$ cat config.mk
export PLATFORM = sky130hd
export DESIGN_NAME = scd_decoder
export DESIGN_NICKNAME = d
export VERILOG_FILES = /design/src/rtl/scd_pkg.sv /design/src/rtl/scd_sync.sv /design/src/rtl/scd_fifo.sv /design/src/rtl/scd_decoder.sv
export SDC_FILE = /design/constraint.sdc
export NUM_CORES = 1
export LEC_CHECK = 0
export ABC_AREA = 1
export BUFFER_PORTS_ARGS = -buffer_cell sky130_fd_sc_hd__clkbuf_2
export CAP_MARGIN = 20
export CELL_PAD_IN_SITES_DETAIL_PLACEMENT = 0
export CELL_PAD_IN_SITES_GLOBAL_PLACEMENT = 2
export CORE_UTILIZATION = 36
export DETAILED_ROUTE_END_ITERATION = 8
export PLACE_DENSITY_LB_ADDON = 0.08
export SLEW_MARGIN = 20
export SYNTH_ARGS = -nofsm -noshare
export SYNTH_HDL_FRONTEND = slang
export SYNTH_HIERARCHICAL = 1
export SYNTH_SLANG_ARGS = --single-unit
$ cat constraint.sdc
create_clock -name clk_i -period 19.05 [get_ports clk_i]
set_clock_uncertainty 0.15 [all_clocks]
set_input_delay 4.7625 -clock clk_i [delete_from_list [all_inputs] [get_ports clk_i]]
set_output_delay 4.7625 -clock clk_i [all_outputs]
set_load 0.05 [all_outputs]
$ cat src/rtl/scd_pkg.sv
/*
  Constants for the serial command decoder of the measurement converter.
  Assumes nothing beyond a SystemVerilog-2012 tool.
*/
package scd_pkg;
  // Register file
  localparam int             NREG        = 18;
  localparam logic [7:0]     REG_DFLT    = 8'h00;
  localparam logic [4:0]     MODE_REG    = 5'h04;
  localparam int             SINGLE_BIT  = 5;
  localparam int             EXTCLK_BIT  = 6;
  localparam logic [4:0]     SYS_REG     = 5'h09;
  localparam int             TMO_BIT     = 1;
  localparam logic [4:0]     OFC_BASE    = 5'h0a;
  localparam logic [4:0]     FSC_BASE    = 5'h0d;
  localparam logic [31:0]    RESTART_SET = 32'h0000_02fc;
  // Command codes; the C7 ones are the upper seven bits where the last bit is ignored
  localparam logic [6:0]     C7_WAKE     = 7'h01;
  localparam logic [6:0]     C7_SLEEP    = 7'h02;
  localparam logic [6:0]     C7_RESET    = 7'h03;
  localparam logic [6:0]     C7_START    = 7'h04;
  localparam logic [6:0]     C7_STOP     = 7'h05;
  localparam logic [6:0]     C7_RDATA    = 7'h09;
  localparam logic [7:0]     C_NOP       = 8'h00;
  localparam logic [7:0]     C_SYS_OFF   = 8'h16;
  localparam logic [7:0]     C_SYS_GAIN  = 8'h17;
  localparam logic [7:0]     C_SELF_OFF  = 8'h19;
  localparam logic [2:0]     C3_REGISTER_READ_CMD     = 3'b001;
  localparam logic [2:0]     C3_REGISTER_WRITE_CMD     = 3'b010;
  // Timing in converter clock periods
  localparam logic [1:0]     SLEEP_TCLK  = 2'h2;
  localparam int             TMO_TCLK    = 32768;
  localparam int             TMO_W       = 16;
  // Data path
  localparam int             DATA_W      = 24;
  localparam int             FIFO_DEPTH  = 8;
  localparam int             SYNC_W      = 4;

  typedef enum logic [2:0] {
    XF_IDLE, XF_RCNT, XF_RDAT, XF_WCNT, XF_WDAT, XF_RDATA
  } scd_xfer_t;

  typedef enum logic [1:0] {
    MD_SLEEP, MD_STANDBY, MD_CONV
  } scd_mode_t;

  typedef enum logic [1:0] {
    CK_SYS_OFF, CK_SYS_GAIN, CK_SELF_OFF
  } scd_cal_t;
endpackage

$ cat src/rtl/scd_sync.sv
/*
  Three-stage input synchroniser with agreement filter.
  Assumes inputs are asynchronous levels; output changes once stages two and three agree.
*/
`timescale 1ns/10ps
module scd_sync #(
  parameter int W = 1
) (
  // Clock and reset
  input  wire logic         clk_i,
  input  wire logic         rstn_i,
  // Levels
  input  wire logic [W-1:0] d_i,
  output logic      [W-1:0] q_o
);
  typedef struct packed {
    logic [W-1:0] s1;
    logic [W-1:0] s2;
    logic [W-1:0] s3;
    logic [W-1:0] q;
  } scd_sync_st_t;

  scd_sync_st_t s_ff, nxt_s;

  // First stage feeds only the second
  always_comb begin
    nxt_s    = s_ff;
    nxt_s.s1 = d_i;
    nxt_s.s2 = s_ff.s1;
    nxt_s.s3 = s_ff.s2;
    for (int i = 0; i < W; i++) begin
      if (s_ff.s2[i] == s_ff.s3[i]) begin
        nxt_s.q[i] = s_ff.s3[i];
      end
    end
  end

  always_ff @(posedge clk_i or negedge rstn_i) begin
    if (!rstn_i) begin
      s_ff <= '0;
    end else begin
      s_ff <= nxt_s;
    end
  end

  assign q_o = s_ff.q;
endmodule // scd_sync

$ cat src/rtl/scd_fifo.sv
/*
  Small synchronous FIFO with valid/ready on both sides.
  Assumes one clock; depth a power of two.
*/
`timescale 1ns/10ps
module scd_fifo #(
  parameter int W = 8,
  parameter int D = 8
) (
  // Clock and reset
  input  wire logic         clk_i,
  input  wire logic         rst_n_i,
  // Filling side
  input  wire logic         in_valid_i,
  output logic              in_ready_o,
  input  wire logic [W-1:0] in_data_i,
  // Draining side
  output logic              out_valid_o,
  input  wire logic         out_ready_i,
  output logic      [W-1:0] out_data_o
);
  localparam int AW = $clog2(D);

  typedef struct packed {
    logic [D-1:0][W-1:0] mem;
    logic [AW-1:0]       wp;
    logic [AW-1:0]       rp;
    logic [AW:0]         cnt;
  } scd_fifo_st_t;

  scd_fifo_st_t s_ff, nxt_s;
  logic         push;
  logic         pop;

  assign in_ready_o  = (s_ff.cnt != (AW+1)'(D));
  assign out_valid_o = (s_ff.cnt != '0);
  assign out_data_o  = s_ff.mem[s_ff.rp];
  assign push        = in_valid_i & in_ready_o;
  assign pop         = out_valid_o & out_ready_i;

  // Pointers and count move together
  always_comb begin
    nxt_s = s_ff;
    if (push) begin
      nxt_s.mem[s_ff.wp] = in_data_i;
      nxt_s.wp           = s_ff.wp + 1'b1;
    end
    if (pop) begin
      nxt_s.rp = s_ff.rp + 1'b1;
    end
    nxt_s.cnt = s_ff.cnt + (AW+1)'(push) - (AW+1)'(pop);
  end

  always_ff @(posedge clk_i or negedge rst_n_i) begin
    if (!rst_n_i) begin
      s_ff <= '0;
    end else begin
      s_ff <= nxt_s;
    end
  end
endmodule // scd_fifo

$ cat src/rtl/scd_decoder.sv
/*
  Serial command decoder: SPI mode-1 slave sampled by the system clock,
  command decode, register file, conversion data buffering and mode control.
  Assumes the converter core gives one-cycle tick per converter clock period
  and hands results through a valid/ready port.
*/
`timescale 1ns/10ps
// What this block does
// - All-zero byte does nothing
// - Wake byte moves power-down to standby
// - Sleep byte aborts, sleeps two ticks later
// - Power-down accepts only read, data-read, wake
// - Reset byte: defaults, internal oscillator, standby
// - Start: continuous repeats, single-shot once
// - Start ignored if pin high or running
// - Stop ends continuous after current result
// - Decode calibrations, update correction registers
// - Self offset shorts inputs to mid-supply
// - Data read returns held buffer copy
// - Register read: address byte, count byte
// - Register bytes MSB first, zeros past end
// - No shift-register load during register access
// - Register access blocks other commands
// - Register write data MSB first, excess ignored
// - Chip select high ends any command
// - Sample on falling, drive on rising edge
// - Timeout resets interface without complete byte
// - Changed setup while converting restarts filter
module scd_decoder
  import scd_pkg::*;
#(
  parameter int TIMEOUT_TCLK = TMO_TCLK
) (
  // Clock and reset
  input  wire logic                clk_i,
  input  wire logic                rstn_i,
  // Serial link pins
  input  wire logic                sclk_i,
  input  wire logic                cs_n_i,
  input  wire logic                din_i,
  output logic                     data_out_ready_pin_o,
  output logic                     data_out_oe_n_o,
  output logic                     conversion_ready_flag_n_o,
  // Start pin and converter clock tick
  input  wire logic                start_pin_i,
  input  wire logic                mod_tick_i,
  // Conversion results from the core
  input  wire logic                conv_valid_i,
  output logic                     conv_ready_o,
  input  wire logic [DATA_W-1:0]   conv_data_i,
  // Calibration results from the core
  input  wire logic                cal_done_i,
  input  wire logic [DATA_W-1:0]   cal_value_i,
  // Control to the core
  output logic                     conv_start_o,
  output logic                     conv_abort_o,
  output logic                     filter_rst_o,
  output logic                     converting_o,
  output logic                     sleep_command_o,
  output logic                     int_osc_o,
  output logic                     cal_sys_off_o,
  output logic                     cal_sys_gain_o,
  output logic                     cal_self_off_o,
  output logic                     mid_short_o,
  output logic [NREG*8-1:0]        cfg_o
);
  typedef struct packed {
    logic                  sclk_q;
    logic [2:0]            bitcnt;
    logic [7:0]            rx;
    logic [7:0]            tx;
    logic                  dout;
    scd_xfer_t             xfer;
    logic [4:0]            left;
    logic [4:0]            addr;
    logic [1:0]            dbyte;
    scd_mode_t             mode;
    logic                  start_q;
    logic                  pd_pend;
    logic [1:0]            pd_cnt;
    logic                  stop_pend;
    logic [DATA_W-1:0]     hold;
    logic [DATA_W-1:0]     outd;
    logic                  conversion_ready_flag_n;
    logic [TMO_W-1:0]      tmo;
    scd_cal_t              cal_kind;
    logic                  mid_short;
    logic                  start_p;
    logic                  abort_p;
    logic                  frst_p;
    logic                  so_p;
    logic                  sg_p;
    logic                  sf_p;
    logic [NREG-1:0][7:0]  regs;
  } scd_st_t;

  scd_st_t             s_ff, nxt_s;
  logic [1:0]          rst_ff;
  logic                rst_n;
  logic [SYNC_W-1:0]   pins;
  logic                sclk, cs_n, din, start_pin;
  logic                fifo_valid;
  logic                pop;
  logic [DATA_W-1:0]   fifo_data;

  // Reset released through two flops
  always_ff @(posedge clk_i or negedge rstn_i) begin
    if (!rstn_i) begin
      rst_ff <= 2'h0;
    end else begin
      rst_ff <= {rst_ff[0], 1'b1};
    end
  end
  assign rst_n = rst_ff[1];

  // All pins cross into the system clock here
  scd_sync #(.W(SYNC_W)) u_sync (
    .clk_i  (clk_i),
    .rstn_i (rst_n),
    .d_i    ({start_pin_i, din_i, cs_n_i, sclk_i}),
    .q_o    (pins)
  );
  assign {start_pin, din, cs_n, sclk} = pins;

  // Results queue; a full queue back-pressures the core
  scd_fifo #(.W(DATA_W), .D(FIFO_DEPTH)) u_fifo (
    .clk_i       (clk_i),
    .rst_n_i     (rst_n),
    .in_valid_i  (conv_valid_i),
    .in_ready_o  (conv_ready_o),
    .in_data_i   (conv_data_i),
    .out_valid_o (fifo_valid),
    .out_ready_i (s_ff.xfer != XF_RDATA),
    .out_data_o  (fifo_data)
  );
  // Holding buffer frozen while a data read streams it out
  assign pop = fifo_valid & (s_ff.xfer != XF_RDATA);

  always_comb begin
    logic       fall, rise, done, last7, asleep, act;
    logic [7:0] rxb;
    logic [4:0] base;
    fall   = s_ff.sclk_q & ~sclk & ~cs_n;
    rise   = ~s_ff.sclk_q & sclk & ~cs_n;
    done   = fall & (s_ff.bitcnt == 3'h7);
    last7  = fall & (s_ff.bitcnt == 3'h6);
    rxb    = {s_ff.rx[6:0], din};
    asleep = (s_ff.mode == MD_SLEEP);
    act    = (s_ff.bitcnt != 3'h0) | (s_ff.xfer != XF_IDLE);
    base   = (s_ff.cal_kind == CK_SYS_GAIN) ? FSC_BASE : OFC_BASE;
    nxt_s         = s_ff;
    nxt_s.sclk_q  = sclk;
    nxt_s.start_q = start_pin;
    nxt_s.start_p = 1'b0;
    nxt_s.abort_p = 1'b0;
    nxt_s.frst_p  = 1'b0;
    nxt_s.so_p    = 1'b0;
    nxt_s.sg_p    = 1'b0;
    nxt_s.sf_p    = 1'b0;

    // Bit shifting: sample on fall, drive on rise
    if (fall) begin
      nxt_s.rx     = rxb;
      nxt_s.bitcnt = s_ff.bitcnt + 3'h1;
    end
    if (rise) begin
      nxt_s.dout = s_ff.tx[7];
      nxt_s.tx   = {s_ff.tx[6:0], 1'b0};
      nxt_s.conversion_ready_flag_n = 1'b1;
    end

    // Sleep acts after seven bits, so it is caught early
    if (last7 && s_ff.xfer == XF_IDLE && rxb[6:0] == C7_SLEEP) begin
      nxt_s.pd_pend = 1'b1;
      nxt_s.pd_cnt  = 2'h0;
    end
    if (s_ff.pd_pend && mod_tick_i) begin
      nxt_s.pd_cnt = s_ff.pd_cnt + 2'h1;
      if (s_ff.pd_cnt + 2'h1 == SLEEP_TCLK) begin
        nxt_s.pd_pend   = 1'b0;
        nxt_s.mode      = MD_SLEEP;
        nxt_s.abort_p   = (s_ff.mode == MD_CONV);
        nxt_s.stop_pend = 1'b0;
      end
    end

    // Idle stream shows the direct-read copy, bytes in rotation
    if (done && s_ff.xfer == XF_IDLE) begin
      nxt_s.tx    = (s_ff.dbyte == 2'h1) ? s_ff.outd[15:8] :
                    (s_ff.dbyte == 2'h2) ? s_ff.outd[7:0] : s_ff.outd[23:16];
      nxt_s.dbyte = (s_ff.dbyte >= 2'h2) ? 2'h0 : s_ff.dbyte + 2'h1;
    end

    // Byte decode
    if (done) begin
      nxt_s.tmo = '0;
      case (s_ff.xfer)
        XF_IDLE: begin
          if (rxb[7:5] == C3_REGISTER_READ_CMD) begin
            nxt_s.xfer = XF_RCNT;
            nxt_s.addr = rxb[4:0];
          end else if (rxb[7:1] == C7_RDATA) begin
            nxt_s.xfer  = XF_RDATA;
            nxt_s.tx    = s_ff.hold[23:16];
            nxt_s.dbyte = 2'h1;
          end else if (rxb[7:1] == C7_WAKE) begin
            if (asleep) nxt_s.mode = MD_STANDBY;
          end else if (asleep || rxb == C_NOP) begin
            nxt_s.xfer = XF_IDLE;
          end else if (rxb[7:5] == C3_REGISTER_WRITE_CMD) begin
            nxt_s.xfer = XF_WCNT;
            nxt_s.addr = rxb[4:0];
          end else if (rxb[7:1] == C7_RESET) begin
            nxt_s.regs      = {NREG{REG_DFLT}};
            nxt_s.mode      = MD_STANDBY;
            nxt_s.frst_p    = 1'b1;
            nxt_s.abort_p   = (s_ff.mode == MD_CONV);
            nxt_s.stop_pend = 1'b0;
            nxt_s.pd_pend   = 1'b0;
            nxt_s.mid_short = 1'b0;
          end else if (rxb[7:1] == C7_START) begin
            if (!start_pin && s_ff.mode == MD_STANDBY) begin
              nxt_s.mode    = MD_CONV;
              nxt_s.start_p = 1'b1;
            end
          end else if (rxb[7:1] == C7_STOP) begin
            if (s_ff.mode == MD_CONV && !s_ff.regs[MODE_REG][SINGLE_BIT]) begin
              nxt_s.stop_pend = 1'b1;
            end
          end else if (rxb == C_SYS_OFF) begin
            nxt_s.so_p     = 1'b1;
            nxt_s.cal_kind = CK_SYS_OFF;
          end else if (rxb == C_SYS_GAIN) begin
            nxt_s.sg_p     = 1'b1;
            nxt_s.cal_kind = CK_SYS_GAIN;
          end else if (rxb == C_SELF_OFF) begin
            nxt_s.sf_p      = 1'b1;
            nxt_s.cal_kind  = CK_SELF_OFF;
            nxt_s.mid_short = 1'b1;
          end
        end
        XF_RCNT, XF_RDAT: begin
          if (s_ff.xfer == XF_RCNT) begin
            nxt_s.left = rxb[4:0];
          end else begin
            nxt_s.left = s_ff.left - 5'h1;
          end
          if (s_ff.xfer == XF_RDAT && s_ff.left == 5'h0) begin
            nxt_s.xfer = XF_IDLE;
          end else begin
            nxt_s.xfer = XF_RDAT;
            nxt_s.addr = s_ff.addr + 5'h1;
            nxt_s.tx   = (int'(s_ff.addr) < NREG) ? s_ff.regs[s_ff.addr] : 8'h00;
          end
        end
        XF_WCNT: begin
          nxt_s.left = rxb[4:0];
          nxt_s.xfer = XF_WDAT;
        end
        XF_WDAT: begin
          if (int'(s_ff.addr) < NREG) begin
            nxt_s.regs[s_ff.addr] = rxb;
            if (RESTART_SET[s_ff.addr] && s_ff.mode == MD_CONV &&
                s_ff.regs[s_ff.addr] != rxb) begin
              nxt_s.frst_p  = 1'b1;
              nxt_s.start_p = 1'b1;
            end
          end
          nxt_s.addr = s_ff.addr + 5'h1;
          nxt_s.left = s_ff.left - 5'h1;
          if (s_ff.left == 5'h0) nxt_s.xfer = XF_IDLE;
        end
        XF_RDATA: begin
          nxt_s.tx    = (s_ff.dbyte == 2'h1) ? s_ff.hold[15:8] : s_ff.hold[7:0];
          nxt_s.dbyte = s_ff.dbyte + 2'h1;
          if (s_ff.dbyte == 2'h3) begin
            nxt_s.xfer  = XF_IDLE;
            nxt_s.dbyte = 2'h0;
          end
        end
        default: nxt_s.xfer = XF_IDLE;
      endcase
    end

    // Start pin edge also begins conversions from standby
    if (start_pin && !s_ff.start_q && s_ff.mode == MD_STANDBY) begin
      nxt_s.mode    = MD_CONV;
      nxt_s.start_p = 1'b1;
    end

    // New result: holding copy always, shift copy only outside register access
    if (pop) begin
      nxt_s.hold   = fifo_data;
      nxt_s.conversion_ready_flag_n = 1'b0;
      if (s_ff.xfer == XF_IDLE || s_ff.xfer == XF_RDATA) begin
        nxt_s.outd  = fifo_data;
        nxt_s.dbyte = 2'h0;
        nxt_s.tx    = fifo_data[23:16];
      end
      if (s_ff.mode == MD_CONV &&
          (s_ff.regs[MODE_REG][SINGLE_BIT] || s_ff.stop_pend)) begin
        nxt_s.mode      = MD_STANDBY;
        nxt_s.stop_pend = 1'b0;
      end
    end

    // Calibration result lands in the correction registers
    if (cal_done_i) begin
      if (!nxt_s.sf_p) nxt_s.mid_short = 1'b0;
      for (int i = 0; i < 3; i++) begin
        nxt_s.regs[base + 5'(i)] = cal_value_i[8*i +: 8];
      end
    end

    // Interface timeout counts converter clocks while a byte or a multi-byte command is open
    if (act && !cs_n && mod_tick_i && !done && s_ff.regs[SYS_REG][TMO_BIT]) begin
      nxt_s.tmo = s_ff.tmo + 1'b1;
      if (s_ff.tmo == TMO_W'(TIMEOUT_TCLK - 1)) begin
        nxt_s.tmo    = '0;
        nxt_s.bitcnt = 3'h0;
        nxt_s.xfer   = XF_IDLE;
      end
    end

    // Chip select high drops any command in flight
    if (cs_n) begin
      nxt_s.bitcnt = 3'h0;
      nxt_s.xfer   = XF_IDLE;
      nxt_s.tmo    = '0;
    end
  end

  always_ff @(posedge clk_i or negedge rst_n) begin
    if (!rst_n) begin
      s_ff        <= '0;
      s_ff.mode   <= MD_STANDBY;
      s_ff.conversion_ready_flag_n <= 1'b1;
      s_ff.dout   <= 1'b1;
      s_ff.regs   <= {NREG{REG_DFLT}};
    end else begin
      s_ff <= nxt_s;
    end
  end

  // Idle pin shows ready flag until the first data edge
  assign data_out_ready_pin_o      = (s_ff.bitcnt == 3'h0 && s_ff.xfer == XF_IDLE &&
                                      !s_ff.sclk_q) ? s_ff.conversion_ready_flag_n : s_ff.dout;
  assign data_out_oe_n_o           = cs_n;
  assign conversion_ready_flag_n_o = s_ff.conversion_ready_flag_n;
  assign conv_start_o              = s_ff.start_p;
  assign conv_abort_o              = s_ff.abort_p;
  assign filter_rst_o              = s_ff.frst_p;
  assign converting_o              = (s_ff.mode == MD_CONV);
  assign sleep_command_o               = (s_ff.mode == MD_SLEEP);
  assign int_osc_o                 = ~s_ff.regs[MODE_REG][EXTCLK_BIT];
  assign cal_sys_off_o             = s_ff.so_p;
  assign cal_sys_gain_o            = s_ff.sg_p;
  assign cal_self_off_o            = s_ff.sf_p;
  assign mid_short_o               = s_ff.mid_short;
  assign cfg_o                     = s_ff.regs;
endmodule // scd_decoder

[Word level (Yosys, flattened, before mapping)]
Memories as Yosys holds them, arrays and structs flattened.
Cells that the tools add are included.
Cells by class
  $add $sub $neg: 12
  $lt $le $gt $ge: 13
  bitwise logic cells: 21
  reduce and logical (&&, ||, !) cells: 51
  equal/unequal tests: 38
  mux-type cells: 155
Operators with widths (count)
  153-bit two-way mux: 5
  144-bit bitwise mux: 4
  144-bit two-way mux: 3
  144-bit one-hot mux with 2 select lines: 1
  192-bit bitwise mux: 1
  169-bit two-way mux: 1
  8-bit demux with 5-bit select: 4
  8-bit two-way mux: 16
  24-bit binary-select mux with 3-bit select: 1
  24-bit demux with 3-bit select: 1
  24-bit two-way mux: 3
  3-bit two-way mux: 23
  50-bit two-way mux: 1
  16-bit two-way mux: 3
  2-bit two-way mux: 24
  1-bit two-way mux: 43
  8-bit binary-select mux with 5-bit select: 1
  5-bit two-way mux: 7
  5-bit one-hot mux with 3 select lines: 2
  8-bit by 5-bit equality test with 1-bit output (second input constant): 3
  8-bit one-hot mux with 3 select lines: 1
  1-bit logical AND: 23
  5-bit by 6-bit < comparator with 1-bit output (second input constant): 3
  3-bit nonzero test: 6
  other kinds (53): 110
Storage, ports and cells
  input port bits: 57
  output and inout port bits: 158
  logic and storage cells: 354
  bits in read-only memories: 32
  memories kept: 1
  flip-flop bits (word level): 481
Memories
  (no name shown): words 32, width 1, rd ports 1, clocked after memory_dff 0, wr ports 0, RTL line scd_decoder.sv:263  | if (RESTART_SET[s_ff.addr] && s_ff.mode == MD_CONV &&

[Logic depth before layout (Yosys ltp)]
  depth in word-level cells: 22
  depth in mapped cells: 18
  depth with buffers taken out: 17

[Modules after synthesis]
The synthesis kept the hierarchy.
Modules (own cells, without submodules)
  scd_decoder: times used 1, seq. area each 6560.0 um^2, cells an instance 2043, area an instance 15582.4 um^2
  scd_fifo: times used 1, seq. area each 5054.8 um^2, cells an instance 1581, area an instance 11193.2 um^2
  scd_sync: times used 1, seq. area each 400.4 um^2, cells an instance 36, area an instance 495.5 um^2

[Least setup slack after synthesis]
Ideal clock, no wire load.
  path type: input -> register
  start point: in conv_valid_i
  end point: reg u_fifo/s_ff[2] (netlist name)
  stages: 8
  slack: 12.572 ns
  data required time: 18.777 ns
  data arrival time: 6.205 ns
  setup time: 0.123 ns
  path buffers: 1
  cells stage by stage: clkbuf_1 -> nand2_1 -> ha_1 -> inv_1 -> ha_1 -> inv_1 -> fa_1 -> xnor2_1
RTL lines
  from (decl): RTL line scd_decoder.sv:48  | input wire logic conv_valid_i,
  to (signal assigned): RTL line scd_fifo.sv:58  | s_ff <= nxt_s;
  to (decl): RTL line scd_fifo.sv:31  | scd_fifo_st_t s_ff, nxt_s;

==> impl_metrics.tcl <==
set metrics [dict create \
    vias_per_cell 5.22 \
    leakage_nw 15.6 \
    grt_max_degree 104 \
    pre_cts_ws_ns 11.91 \
    place_congestion 0.868 \
    die_h_um 277 \
    switching_share_pct 40.3 \
    hold_viol 0 \
    p_comb_share_pct 34.7 \
    cts.sinks 480 \
    clockRootBuffer "clkbuf_16" \
    ys_seq_elements 480 \
    numCtsBuffers 59 \
    worstMarginPinSlew_ns 1.08 \
    hold_start "u_sync/nxt_s[8]" \
    die_x_um 277 \
    outcome "finished, final reports clean" \
    worstSkewPairLatency_ns 0.64 \
    drv_slew 0 \
    grt_pass1_wl_um 153000 \
    cap_violations 0 \
    wl_per_cell_um 21.7 \
    vias 24161 \
    hold_depth 0 \
    die_area_mm2 0.0769 \
    overflow 0 \
    start_util_pct 36.5 \
    path_clk_slew_ns 0.06 \
    coreArea_mm2 0.0747 \
    crit_path_start_kind "flip-flop" \
    syn_to_final_growth_pct 9.39 \
    grt_use_total_pct 26.0 \
    num_antenna_cells 0 \
    min_period_over_period_pct 40.4 \
    portBuffers 214 \
    num_rows 100 \
    required_ns 14.14 \
    dr.pass1.iters 5 \
    fillers 7887 \
    cp.arrival_ns 2.78 \
    hold_buffers 0 \
    ios 215 \
    hp-class "reg -> reg" \
    antenna_found_initial 1 \
    rrSetupSlack_ns 15.60 \
    cts_resized 0 \
    setup_ws_ns 11.35 \
    dr.first_iter.drc_count 1980 \
    grt_pass1_vias 23750 \
    rsz0062_at_grt "no" \
    syn_area_mm2 0.0273 \
    layout-drive-gt1-share_pct 12.5 \
    fin_tns_setup_ns 0 \
    reg2reg_depth 8 \
    relSlewSlack_pct 27.8 \
    power_frac_clock_pct 29.5 \
    cts_setup_buffers 0 \
    r2r_end "u_fifo/s_ff[135]" \
    postSynthCellCount 3660 \
    ant_nets 0 \
    syn_area_per_cell_um2 7.45 \
    yosysWarnings 6 \
    setup_viol 0 \
    dp_hpwl_um 64500 \
    cp-end-kind "primary output" \
    period_needed_ns 7.70 \
    route.detailed.drc 0 \
    seq_area_frac_synth_pct 44.1 \
    fin_util_pct 39.9 \
    cts_tree "built" \
    htreeDepth 2 \
    max-clock-path-buffers 3 \
    ir_drop_v 0.0000925 \
    synth_cell_types 56 \
    crit_fanout 13 \
    critPathKind "reg -> out" \
    fin_nets 3695 \
    wirelength_um 100000 \
    p_int_mw 2.44 \
    fmax_mhz 130 \
    r2r-start "u_fifo/s_ff[2]" \
    whs_endpoint "u_sync/nxt_s[4]" \
    power_frac_seq_pct 35.8 \
    syn_nets 3741 \
    p_per_area_mw_per_mm2 137 \
    switching_power_mw 1.65 \
]
## Yosys cell counts (all sizes together)
cell type	instances	area share (%)
nand2	1143	16
inv	506	7.0
dfrtp	477	44
buf	258	6.3
o21ai	214	3.9
nand3	205	4.0
nand4	197	4.5
nor2	186	3.6
a21oi	165	3.2
clkbuf	96	1.3
o22ai	38	0.87
a22oi	29	0.80
ha	23	1.1
nor3	20	0.39
o211ai	20	0.57
xor2	11	0.35
a211oi	10	0.29
mux2	10	0.41
o31ai	9	0.25
nor4	8	0.24
a31oi	7	0.16
a221oi	6	0.19
a32oi	4	0.13
xnor2	4	0.13
clkinv	3	0.041
dfstp	3	0.29
a32o	2	0.073
or2	2	0.046
conb	1	0.014
fa	1	0.073
o21a	1	0.028
o221a	1	0.041
## cells in the final DEF (no fill, tap or decap), types with 8 or more instances in the layout
cell	Yosys	final
a211oi_1	9	9
a21oi_1	159	159
a22oi_1	29	29
buf_4	160	32
bufinv_16	0	9
clkbuf_1	96	14
clkbuf_16	0	59
clkbuf_2	0	213
clkbuf_8	0	12
clkinv_2	0	10
dfrtp_1	477	472
ha_1	23	23
inv_1	480	479
inv_2	21	22
mux2_2	10	10
nand2_1	1134	1134
nand3_1	197	195
nand4_1	196	196
nor2_1	150	148
nor2_2	14	15
nor2_4	14	15
nor2_8	8	8
nor3_1	19	19
o211ai_1	19	19
o21ai_0	191	191
o21ai_1	22	22
o22ai_1	38	38
o31ai_1	9	9
xor2_1	11	11
## metrics by stage
stage	power [mW]	cell area (um2)	std cells	hold WS, ns
after floorplan	2.47	27300	3660	0.181
after global placement	2.89	27800	4522	0.187
after detailed placement	2.92	27800	4522	0.186
after CTS	4.15	29800	4630	0.199
after global routing	4.40	29800	4630	0.211
final	4.10	29800	4630	0.196
## logic make-up (layout without fill, tap and decap cells)
family / Yosys count / in the layout / synth area share, %
simple gates: 1761 / 1761 / 28.6
buf+inv: 863 / 864 / 14.7
compound gates: 506 / 506 / 10.6
flops: 480 / 480 / 44.1
fa+ha+maj: 24 / 24 / 1.13
xor+xnor: 15 / 15 / 0.482
mux: 10 / 10 / 0.413
other cells: 1 / 1 / 0.0138
## critical path, cell delays in order (launching register included)
cell and delay (ns):
dfrtp_1 0.44, nor2_2 0.22, inv_2 0.11, nor2_4 0.40, nand3_1 0.25, nor2_1 0.15
mux2_2 0.35, clkbuf_2 0.24
## area by class of cell
cell class	instances	area, um2	share of cell area, %
sequential	480	12000	40.3
multi-input combinational	2317	11300	37.8
inverter	509	1930	6.47
clock buffer	85	1690	5.68
timing repair buffer	247	1330	4.45
tap	969	1210	4.06
clock inverter	23	368	1.23
## how the worst max path moves through the flow
stage,start,end,slack (ns),cells past startpoint
CTS,s_ff[238],data_out_ready_pin_o,11.29,7
finish,s_ff[238],data_out_ready_pin_o,11.35,7
detailed placement,conv_valid_i,u_fifo/s_ff[2],11.91,8
floorplan,rst_ff[1],cal_self_off_o,4.54,0
global route,s_ff[238],data_out_ready_pin_o,11.18,7
global placement,conv_valid_i,u_fifo/s_ff[1],11.93,8
## state kept, by name, summed over array words and instances, names as in the netlist
register                   count
conversion_ready_flag_n_o      1
u_sync/nxt_s                   8
filter_rst_o                   1
u_sync/q_o                     4
conv_start_o                   1
u_sync/s_ff                    4
cal_self_off_o                 1
s_ff                         108
cfg_o                        144
mid_short_o                    1
cal_sys_off_o                  1
conv_abort_o                   1
rst_ff                         2
cal_sys_gain_o                 1
u_fifo/s_ff                  202
## power by group through the flow
| stage | clock network [mW] | logic (mW) | registers [mW] |
|---|---|---|---|
| floorplan | 0 | 1.02 | 1.45 |
| global placement | 0 | 1.41 | 1.48 |
| detailed placement | 0 | 1.44 | 1.48 |
| CTS | 1.24 | 1.45 | 1.47 |
| global route | 1.28 | 1.62 | 1.50 |
| finish | 1.21 | 1.42 | 1.47 |
## per-layer routing
layer	track usage, %	routed length [um]	vias to the layer above
li1	-	-	11520
met1	34.6	43900	11757
met2	43.5	48100	724
met3	3.52	5110	158
met4	8.63	3180	2
met5	0	13	-
No activity file was read; power rests on OpenSTA's default activity.
